[src/logic/acps_params.svh]
`ifndef ACPS_PARAMS_SVH
`define ACPS_PARAMS_SVH

// register addresses on the cpu data space
`define ACPS_ADDR_CFG     16'hff8f
`define ACPS_ADDR_CHSEL   16'hff29
`define ACPS_ADDR_DIR     16'hff22

// reset values
`define ACPS_RST_CFG      8'h08
`define ACPS_RST_CHSEL    8'h00
`define ACPS_RST_DIR      8'hff

// field layout
`define ACPS_FIELD_MSB    2
`define ACPS_NUM_PINS     6
`define ACPS_LAST_CODE    3'h5

// mask of the channel bits that hold state; the rest read as zero
`define ACPS_CHSEL_MASK   8'h07

`endif

[src/logic/acps_pkg.sv]
`include "acps_params.svh"

package acps_pkg;

   typedef enum logic [1:0] {
      ACPS_FN_ANALOG,
      ACPS_FN_DIGITAL,
      ACPS_FN_SEGMENT
   } acps_fn_t;

   typedef logic [`ACPS_FIELD_MSB:0] acps_code_t;

endpackage

[src/logic/acps_top.sv]
// How it works
// - channel code 0..5 connects analog input 0..5 to the converter
// - reset clears the channel register to 00h, input 0
// - channel register takes single-bit and whole-byte writes
// - each channel register write inserts one wait cycle
// - config code k (bits 2:0) makes the k lowest pins digital, others analog
// - reset loads config register with 08h, all pins analog
// - each config register write inserts one wait cycle
// - segment selection forces segment output regardless of config
// - direction bit 0 enables output buffer of a non-segment pin, 1 disables it
// - reset sets direction register to ffh, all inputs
// - analog pin in output mode never acts as analog input
// - analog input pin is converted only when channel code selects it
// - digital pin is input in input mode, output in output mode
// - config and direction registers take single-bit and byte writes
`timescale 1ns/1ps
`include "acps_params.svh"

module acps_top
   import acps_pkg::*;
(
   // clock and reset
   input  wire logic                         ref_clk_i,
   input  wire logic                         rst_n_i,
   // cpu memory access
   input  wire logic [15:0]                  cpu_addr_i,
   input  wire logic                         cpu_wr_i,
   input  wire logic                         cpu_bit_wr_i,
   input  wire logic [2:0]                   cpu_bit_idx_i,
   input  wire logic [7:0]                   cpu_wdata_i,
   input  wire logic                         cpu_rd_i,
   output logic      [7:0]                   cpu_rdata_o,
   output logic                              cpu_wait_o,
   // pin side
   input  wire logic [`ACPS_NUM_PINS-1:0]    seg_fn_sel_i,
   input  wire logic [`ACPS_NUM_PINS-1:0]    port_latch_i,
   output logic      [`ACPS_NUM_PINS-1:0]    pin_oe_o,
   output logic      [`ACPS_NUM_PINS-1:0]    pin_do_o,
   output logic      [`ACPS_NUM_PINS-1:0]    pin_analog_o,
   output logic      [`ACPS_NUM_PINS-1:0]    pin_segment_o,
   output logic      [`ACPS_NUM_PINS-1:0]    conv_sel_o
);

   ////////////////////////////////////////////////////////////////////////////
   // reset release

   logic rst_s1_q;
   logic rst_s2_q;
   logic rst_n;

   always_ff @(posedge ref_clk_i or negedge rst_n_i) begin
      if (!rst_n_i) begin
         rst_s1_q <= 1'b0;
         rst_s2_q <= 1'b0;
      end else begin
         rst_s1_q <= 1'b1;
         rst_s2_q <= rst_s1_q;
      end
   end

   assign rst_n = rst_s2_q;

   ////////////////////////////////////////////////////////////////////////////
   // register file

   function automatic logic [7:0] merge_wr(input logic [7:0] cur,
                                           input logic       bit_wr,
                                           input logic [2:0] idx,
                                           input logic [7:0] wdata);
      logic [7:0] res;
      res = cur;
      if (bit_wr) begin
         res[idx] = wdata[0];
      end else begin
         res = wdata;
      end
      return res;
   endfunction

   logic [7:0] chsel_q, chsel_d;
   logic [7:0] cfg_q,   cfg_d;
   logic [7:0] dir_q,   dir_d;
   logic [7:0] rdata_q, rdata_d;
   logic       wait_q,  wait_d;
   logic       hit_ch;
   logic       hit_cfg;
   logic       hit_dir;
   logic       do_wr;

   always_comb begin
      do_wr   = cpu_wr_i || cpu_bit_wr_i;
      hit_ch  = (cpu_addr_i == `ACPS_ADDR_CHSEL);
      hit_cfg = (cpu_addr_i == `ACPS_ADDR_CFG);
      hit_dir = (cpu_addr_i == `ACPS_ADDR_DIR);
      chsel_d = chsel_q;
      cfg_d   = cfg_q;
      dir_d   = dir_q;
      if (do_wr && hit_ch) begin
         // upper bits are not stored, so they always read zero
         chsel_d = merge_wr(chsel_q, cpu_bit_wr_i, cpu_bit_idx_i, cpu_wdata_i)
                   & `ACPS_CHSEL_MASK;
      end
      if (do_wr && hit_cfg) begin
         cfg_d = merge_wr(cfg_q, cpu_bit_wr_i, cpu_bit_idx_i, cpu_wdata_i);
      end
      if (do_wr && hit_dir) begin
         dir_d = merge_wr(dir_q, cpu_bit_wr_i, cpu_bit_idx_i, cpu_wdata_i);
      end
      // one wait cycle follows any write that lands on these registers
      wait_d = do_wr && (hit_ch || hit_cfg || hit_dir);
      rdata_d = rdata_q;
      if (cpu_rd_i) begin
         if (hit_ch) begin
            rdata_d = chsel_q;
         end else if (hit_cfg) begin
            rdata_d = cfg_q;
         end else if (hit_dir) begin
            rdata_d = dir_q;
         end else begin
            rdata_d = 8'h00;
         end
      end
   end

   always_ff @(posedge ref_clk_i or negedge rst_n) begin
      if (!rst_n) begin
         chsel_q <= `ACPS_RST_CHSEL;
         cfg_q   <= `ACPS_RST_CFG;
         dir_q   <= `ACPS_RST_DIR;
         rdata_q <= 8'h00;
         wait_q  <= 1'b0;
      end else begin
         chsel_q <= chsel_d;
         cfg_q   <= cfg_d;
         dir_q   <= dir_d;
         rdata_q <= rdata_d;
         wait_q  <= wait_d;
      end
   end

   assign cpu_rdata_o = rdata_q;
   assign cpu_wait_o  = wait_q;

   ////////////////////////////////////////////////////////////////////////////
   // per-pin function, registered onto the outputs
   // outputs lag settings by one cycle; cheap and glitch free at the pads

   logic [`ACPS_NUM_PINS-1:0] oe_d, do_d, ana_d, seg_d, conv_d;
   logic [`ACPS_NUM_PINS-1:0] oe_q, do_q, ana_q, seg_q, conv_q;

   genvar gi;
   generate
      for (gi = 0; gi < `ACPS_NUM_PINS; gi++) begin : g_pin
         acps_fn_t fn;
         acps_pin_fn #(
            .PIN (3'(gi))
         ) u_fn (
            .seg_sel_i  (seg_fn_sel_i[gi]),
            .dir_in_i   (dir_q[gi]),
            .cfg_code_i (cfg_q[`ACPS_FIELD_MSB:0]),
            .ch_code_i  (chsel_q[`ACPS_FIELD_MSB:0]),
            .fn_o       (fn),
            .oe_o       (oe_d[gi]),
            .conv_o     (conv_d[gi])
         );
         assign ana_d[gi] = (fn == ACPS_FN_ANALOG);
         assign seg_d[gi] = (fn == ACPS_FN_SEGMENT);
         assign do_d[gi]  = port_latch_i[gi];
      end
   endgenerate

   always_ff @(posedge ref_clk_i or negedge rst_n) begin
      if (!rst_n) begin
         oe_q   <= '0;
         do_q   <= '0;
         ana_q  <= '0;
         seg_q  <= '0;
         conv_q <= '0;
      end else begin
         oe_q   <= oe_d;
         do_q   <= do_d;
         ana_q  <= ana_d;
         seg_q  <= seg_d;
         conv_q <= conv_d;
      end
   end

   assign pin_oe_o      = oe_q;
   assign pin_do_o      = do_q;
   assign pin_analog_o  = ana_q;
   assign pin_segment_o = seg_q;
   assign conv_sel_o    = conv_q;

endmodule

[src/logic/acps_pin_fn.sv]
`timescale 1ns/1ps
`include "acps_params.svh"

module acps_pin_fn
   import acps_pkg::*;
#(
   parameter logic [2:0] PIN = 3'h0
) (
   // settings
   input  wire logic       seg_sel_i,
   input  wire logic       dir_in_i,
   input  wire acps_code_t cfg_code_i,
   input  wire acps_code_t ch_code_i,
   // decoded function
   output acps_fn_t        fn_o,
   output logic            oe_o,
   output logic            conv_o
);

   logic cfg_ok;
   logic is_dig;

   always_comb begin
      cfg_ok = (cfg_code_i <= `ACPS_LAST_CODE);
      // prohibited cfg codes fall back to all-digital, the safe state
      is_dig = !cfg_ok || (PIN < cfg_code_i);
      // analog with output mode is refused; the pin stays digital output
      if (seg_sel_i) begin
         fn_o = ACPS_FN_SEGMENT;
      end else if (is_dig || !dir_in_i) begin
         fn_o = ACPS_FN_DIGITAL;
      end else begin
         fn_o = ACPS_FN_ANALOG;
      end
      oe_o   = (fn_o == ACPS_FN_DIGITAL) && !dir_in_i;
      conv_o = (fn_o == ACPS_FN_ANALOG) && (ch_code_i == PIN)
               && (ch_code_i <= `ACPS_LAST_CODE);
   end

endmodule

[config.mk]
export PLATFORM = sky130hd
export DESIGN_NAME = acps_top
export DESIGN_NICKNAME = d
export VERILOG_FILES = /design/src/logic/acps_pkg.sv /design/src/logic/acps_top.sv /design/src/logic/acps_pin_fn.sv
export VERILOG_INCLUDE_DIRS = /design/src /design/src/logic
export SDC_FILE = /design/constraint.sdc
export NUM_CORES = 1
export LEC_CHECK = 0
export BUFFER_PORTS_ARGS = -buffer_cell sky130_fd_sc_hd__buf_2
export CAP_MARGIN = 20
export CORE_UTILIZATION = 48
export CTS_BUF_LIST = sky130_fd_sc_hd__clkbuf_4
export DETAILED_ROUTE_END_ITERATION = 8
export GPL_ROUTABILITY_DRIVEN = 0
export PLACE_DENSITY_LB_ADDON = 0.15
export SLEW_MARGIN = 5
export SYNTH_ARGS = -nofsm -noshare
export SYNTH_HDL_FRONTEND = slang
export SYNTH_SLANG_ARGS = --single-unit
[constraint.sdc]
create_clock -name ref_clk_i -period 1.8 [get_ports ref_clk_i]
set_input_delay 0.27 -clock ref_clk_i [delete_from_list [all_inputs] [get_ports ref_clk_i]]
set_output_delay 0.27 -clock ref_clk_i [all_outputs]
set_load 0.02 [all_outputs]
# After elaboration in Yosys (flattened, before gate mapping)
# Index checks and enable logic that the tools add are counted.
[op_classes] eq_ne=20 n_mux=23 reduce_logical=52 n_lt_le_gt_ge=10
[ops] operator="$eq A16 B16 Y1 const B" count=3
[ops] operator="$mux W8" count=5
[ops] operator="$bwmux W8" count=3
[ops] operator="$logic_and A1 B1 Y1" count=23
[ops] operator="$logic_or A1 B1 Y1" count=15
[ops] operator="$eq A2 B1 Y1 const B" count=6
[ops] operator="$eq A2 B2 Y1 const B" count=6
[ops] operator="$logic_not A2 Y1" count=6
[ops] operator="$mux W2" count=6
[ops] operator="$logic_not A1 Y1" count=7
[ops] operator="$mux W1" count=7
[ops] operator="$eq A3 B2 Y1 const B" count=2
[ops] operator="$eq A3 B3 Y1 const B" count=2
[ops] operator="$le A3 B3 Y1 const B" count=2
[ops] operator="$lt A1 B3 Y1 const A" count=2
[ops] operator="$lt A2 B3 Y1 const A" count=2
[ops] operator="$lt A3 B3 Y1 const A" count=2
[ops] operator="$lt A3 B4 Y1 const B" count=1
[ops] operator="$demux W1 S3" count=1
[ops] operator="$eq A3 B1 Y1 const B" count=1
[ops] operator="$ge A3 B1 Y1 const B" count=1
[ops] operator="$logic_not A3 Y1" count=1
[ops] operator="$mux W3" count=1
[totals] regBits=60 word_cells=117 inputBits=44 out_inout_bits=39

# Longest topological paths before layout
[logic_depth] word_depth=9 mapped_depth=5 depth_no_buf=4

# Hierarchy
# A second synthesis with hierarchy kept.
[unflattened] hier_cells=227 area_unflattened_um2=2617.5
[by_module_without_submodules] mod="acps_top" n_inst=1 cells_each=190 area_per_inst_um2=2384.8 seq_area_each_um2=1512.7
[by_module_without_submodules] mod="acps_pin_fn (g_pin[4].u_fn ...)" n_inst=2 cells_each=6 area_per_inst_um2=36.3 seq_area_each_um2=0.0
[by_module_without_submodules] mod="acps_pin_fn (g_pin[0].u_fn)" n_inst=1 cells_each=6 area_per_inst_um2=42.5 seq_area_each_um2=0.0
[by_module_without_submodules] mod="acps_pin_fn (g_pin[2].u_fn)" n_inst=1 cells_each=7 area_per_inst_um2=42.5 seq_area_each_um2=0.0
[by_module_without_submodules] mod="acps_pin_fn (g_pin[3].u_fn)" n_inst=1 cells_each=6 area_per_inst_um2=40.0 seq_area_each_um2=0.0
[by_module_without_submodules] mod="acps_pin_fn (g_pin[1].u_fn)" n_inst=1 cells_each=6 area_per_inst_um2=35.0 seq_area_each_um2=0.0

# Worst setup path after synthesis
# No wires, ideal clock.
[synth_path] path_type="input-to-reg" from="in cpu_addr_i[6]" to="reg cfg_q[2]" required_time_ns=1.675 path_stages=5 path_slack_ns=0.205 setup_time_ns=0.125 arrival_time_ns=1.470 cell_sequence="nand4bb_4 nor4_4 buf_6 nand3_2 mux2_4"
[synth_between] elab_chain_cells=2
[synth_lines] item="from (decl)" line="acps_top.sv:26" source="input wire logic [15:0] cpu_addr_i,"
[synth_lines] item="$eq A16 B16 Y1 (no line)"
[synth_lines] item="$logic_and A1 B1 Y1" line="acps_top.sv:103" source="if (do_wr && hit_cfg) begin"
[synth_lines] item="to (signal assigned)" line="acps_top.sv:128" source="cfg_q <= `ACPS_RST_CFG;"
[synth_lines] item="to (signal assigned)" line="acps_top.sv:134" source="cfg_q <= cfg_d;"
[synth_lines] item="to (decl)" line="acps_top.sv:81" source="logic [7:0] cfg_q, cfg_d;"
# No other way between the ends.
# A chain may end at the register's enable or synchronous reset.

# Final worst setup path
[layout_path] from="in seg_fn_sel_i[2]" to="reg conv_q[2] (netlist: conv_sel_o[2])"
[layout_between] elab_chain_cells=4
[layout_lines] item="from (decl)" line="acps_top.sv:35" source="input wire logic [`ACPS_NUM_PINS-1:0] seg_fn_sel_i,"
[layout_lines] item="$mux W2" line="acps_pin_fn.sv:28" source="if (seg_sel_i) begin"
[layout_lines] item="$logic_not A2 Y1"
[layout_lines] item="via ana_d[2]" line="acps_top.sv:148" source="logic [`ACPS_NUM_PINS-1:0] oe_d, do_d, ana_d, seg_d, conv_d;"
[layout_lines] item="$logic_and A1 B1 Y1 (2 in series)" line="acps_pin_fn.sv:36" source="conv_o = (fn_o == ACPS_FN_ANALOG) && (ch_code_i == PIN)"
[layout_lines] item="via g_pin[2].u_fn.conv_o" line="acps_pin_fn.sv:17" source="output logic conv_o"
[layout_lines] item="to (signal assigned)" line="acps_top.sv:184" source="conv_q <= conv_d;"
[layout_lines] item="to (decl)" line="acps_top.sv:149" source="logic [`ACPS_NUM_PINS-1:0] oe_q, do_q, ana_q, seg_q, conv_q;"
# The timed path passes the listed nets, and every way through them passes these cells.

==> impl_metrics.ini <==
[outcome]
outcome = completed

[clock_network]
postCtsSetupRepairBufs = 0
cts.sinks = 60
clk_latency_ns = 0.41
cts-buffers-inserted = 9
root_buffer = clkbuf_4
cts_tree = done
clk_pin_slew_worst_paths_ns = 0.10
cts_buffer_depth = 2
htreeDepth = 3

[min_path]
holdPathEnd = pin_segment_o[5]
min_path_type = input pin to flip-flop
min-delay-start = seg_fn_sel_i[5]
whs_path_depth = 1

[worst_setup_path]
cp.required_ns = 2.09
cp_data_arrival_time_ns = 1.67
crit_fanout = 3
reg2reg_from = dir_q[2]
r2r_end = conv_sel_o[2]
path_class = input pin to flip-flop
cp-start-kind = input pin
worst-r2r-setup-slack_ns = 0.45
reg2reg_depth = 3
endpoint_kind = flip-flop

[place]
port_buffers = 82
hpwl_um = 4070
preCtsSetupSlack_ns = 0.0811
placed_cells = 362

[pwr]
powerDensity_mw_per_mm2 = 787
power_leakage_nw = 1.68
p_int_mw = 2.10
p_sw_share_pct = 23.6
clock_power_share_pct = 39.9
p_comb_share_pct = 9.4
switchingPower_mw = 0.647
ir_drop_v = 0.000532
seqPwrFrac_pct = 50.7

[synth]
synth-seq-area-share_pct = 56.5
yosys_warnings = 0
syn_nets = 260
async_flop_share_pct = 100
netlist_area_mm2 = 0.00268
ys_dominant_reg_cell = dfrtp_1
synth_edf_count = 0
ys_ff_latch = 60
netlist-cell-type-count = 50
avgSynthCellArea_um2 = 12.4
postSynthCellCount = 216

[global_routing]
track_usage_pct = 20.9
grt_overflow = 0
grt_pass1_vias = 1869
antenna_found_initial = 0
grt_pass1_wl_um = 9250
grt_max_degree = 37

[floorplan]
start_util_pct = 51.1
die_area_mm2 = 0.00588
die_w_um = 76.7
row_count = 26
ios = 83
die_h_um = 76.7
core_area_mm2 = 0.00524

[timing]
finalSetupTns_ns = 0
worst_slew_pin_slew_ns = 0.523
hold_viol_final = 0
fin_ws_ns = 0.425
finalSetupViolCount = 0
relSlewSlack_pct = 65.1
drv_slew = 0
rsz0062_at_grt = false
finalCriticalPeriod_ns = 1.38
fmax_mhz = 727
fin_crit_sh_pct = 76.4
clock_skew_ns = 0.0278

[layout]
drive_above_1_share_pct = 46.3
nets = 359
area_growth_pct = 30.1
diodes = 0
final_cells = 390

[route]
via_per_inst = 5.23
ant_nets = 0
wirelength_um = 5770
vias = 2040
drc = 0
drt-initial-drc-count = 130
dr.pass1.iters = 4
wire_per_inst_um = 14.8

[flow_run]
cap_violations = 0
worst max-delay path, stage by stage:
cell and delay (ns):
dlygate4sd3_1 0.53, buf_2 0.14, a2111oi_0 0.44, nor4b_1 0.29
state kept, by name (all words and copies together), names as in the netlist:
register and count:
pin_segment_o 6, cpu_wait_o 1, pin_oe_o 6, rst_n 1, pin_do_o 6, cpu_rdata_o 8
chsel_q 3, dir_q 8, cfg_q 8, pin_analog_o 6, rst_s1_q 1, conv_sel_o 6
power groups by stage:
stage	Clock (mW)	Combinational (mW)	Sequential [mW]
2_1_floorplan	0	0.0832	1.46
3_3_place_gp	0	0.237	1.42
3_5_place_dp	0	0.240	1.42
4_1_cts	1.11	0.261	1.39
5_1_grt	1.18	0.281	1.40
6_report	1.09	0.258	1.39
synth_stat cells (all sizes together), types with 2 or more instances:
cell type  count  area, µm²
dfrtp         51       1280
o221a          2       22.5
nor2          10       37.5
nand4          7       73.8
nor4           5       73.8
a221o          2       20.0
nor4b          2       17.5
nor2b          3       18.8
mux2          19        225
buf            4       26.3
inv           17       63.8
nand3         22        125
nand2b         2       12.5
o21ai         10       50.1
o22ai          5       31.3
dfstp          9        236
nand4bb        2       38.8
a22oi          6       45.0
a21bo          4       40.0
and3b          2       17.5
o31ai          2       15.0
clkbuf        10       37.5
per-layer routing:
metal,share of wire [%],vias to the layer above,GRT usage (%)
met5,0,-,0
met4,1.9,0,10.8
met3,5.8,12,4.29
met2,47,83,31.0
met1,45,957,28.9
li1,-,988,-
metrics by stage:
step	hold slack, ns	utilization (%)	cell area (µm²)	power, mW
after floorplan	-0.0256	-	2680	1.54
after global placement	0.0552	61.1	3200	1.65
after detailed placement	0.0588	61.1	3200	1.66
after CTS	0.00693	66.5	3480	2.76
after global routing	0.00862	66.5	3480	2.86
final	0.0228	66.5	3480	2.74
timing repair:
action                                 4_1_cts  5_1_grt
resized for setup                            0        0
endpoints found under the hold margin       13        0
hold buffers                                12        0
worst max path at each step:
stage	startpoint	to	slack [ns]	depth (start not counted)
after floorplan	rst_n	cfg_q[0]	0.02	0
final	seg_fn_sel_i[2]	conv_sel_o[2]	0.42	4
after global placement	cpu_addr_i[1]	cpu_rdata_o[5]	0.1	5
after CTS	seg_fn_sel_i[2]	conv_sel_o[2]	0.45	4
after global routing	dir_q[2]	conv_sel_o[2]	0.38	3
after detailed placement	cpu_addr_i[1]	cpu_rdata_o[6]	0.08	5
final cells by class:
class                      instances  area (µm²)
clock buffer                      12        90.1
clock inverter                     4        75.1
fill                             421        1750
inverter                          17        63.8
multi-input combinational        125        1040
sequential                        60        1510
tap                               70        87.6
timing repair buffer             102         616
layout by cell type (no fill, tap or decap), types with 6 or more instances in the layout:
master and count:
dfrtp_1 50, buf_4 6, inv_1 17, a22oi_1 6
buf_2 82, mux2_2 12, o21ai_0 10, clkbuf_4 12
dlygate4sd3_1 12, dfstp_2 9, nand3_1 19, nor2_1 10
kinds of logic after synthesis:
kind of cell           Yosys count  share of synthesized area (%)
muxes                           20                           8.78
buffers and inverters           31                           4.76
other                            1                          0.140
AOI/OAI and AO/OA               36                           10.5
and+or+nand+nor                 68                           19.3
DFF                             60                           56.5
Note: power is estimated with default switching activity, not from simulation.
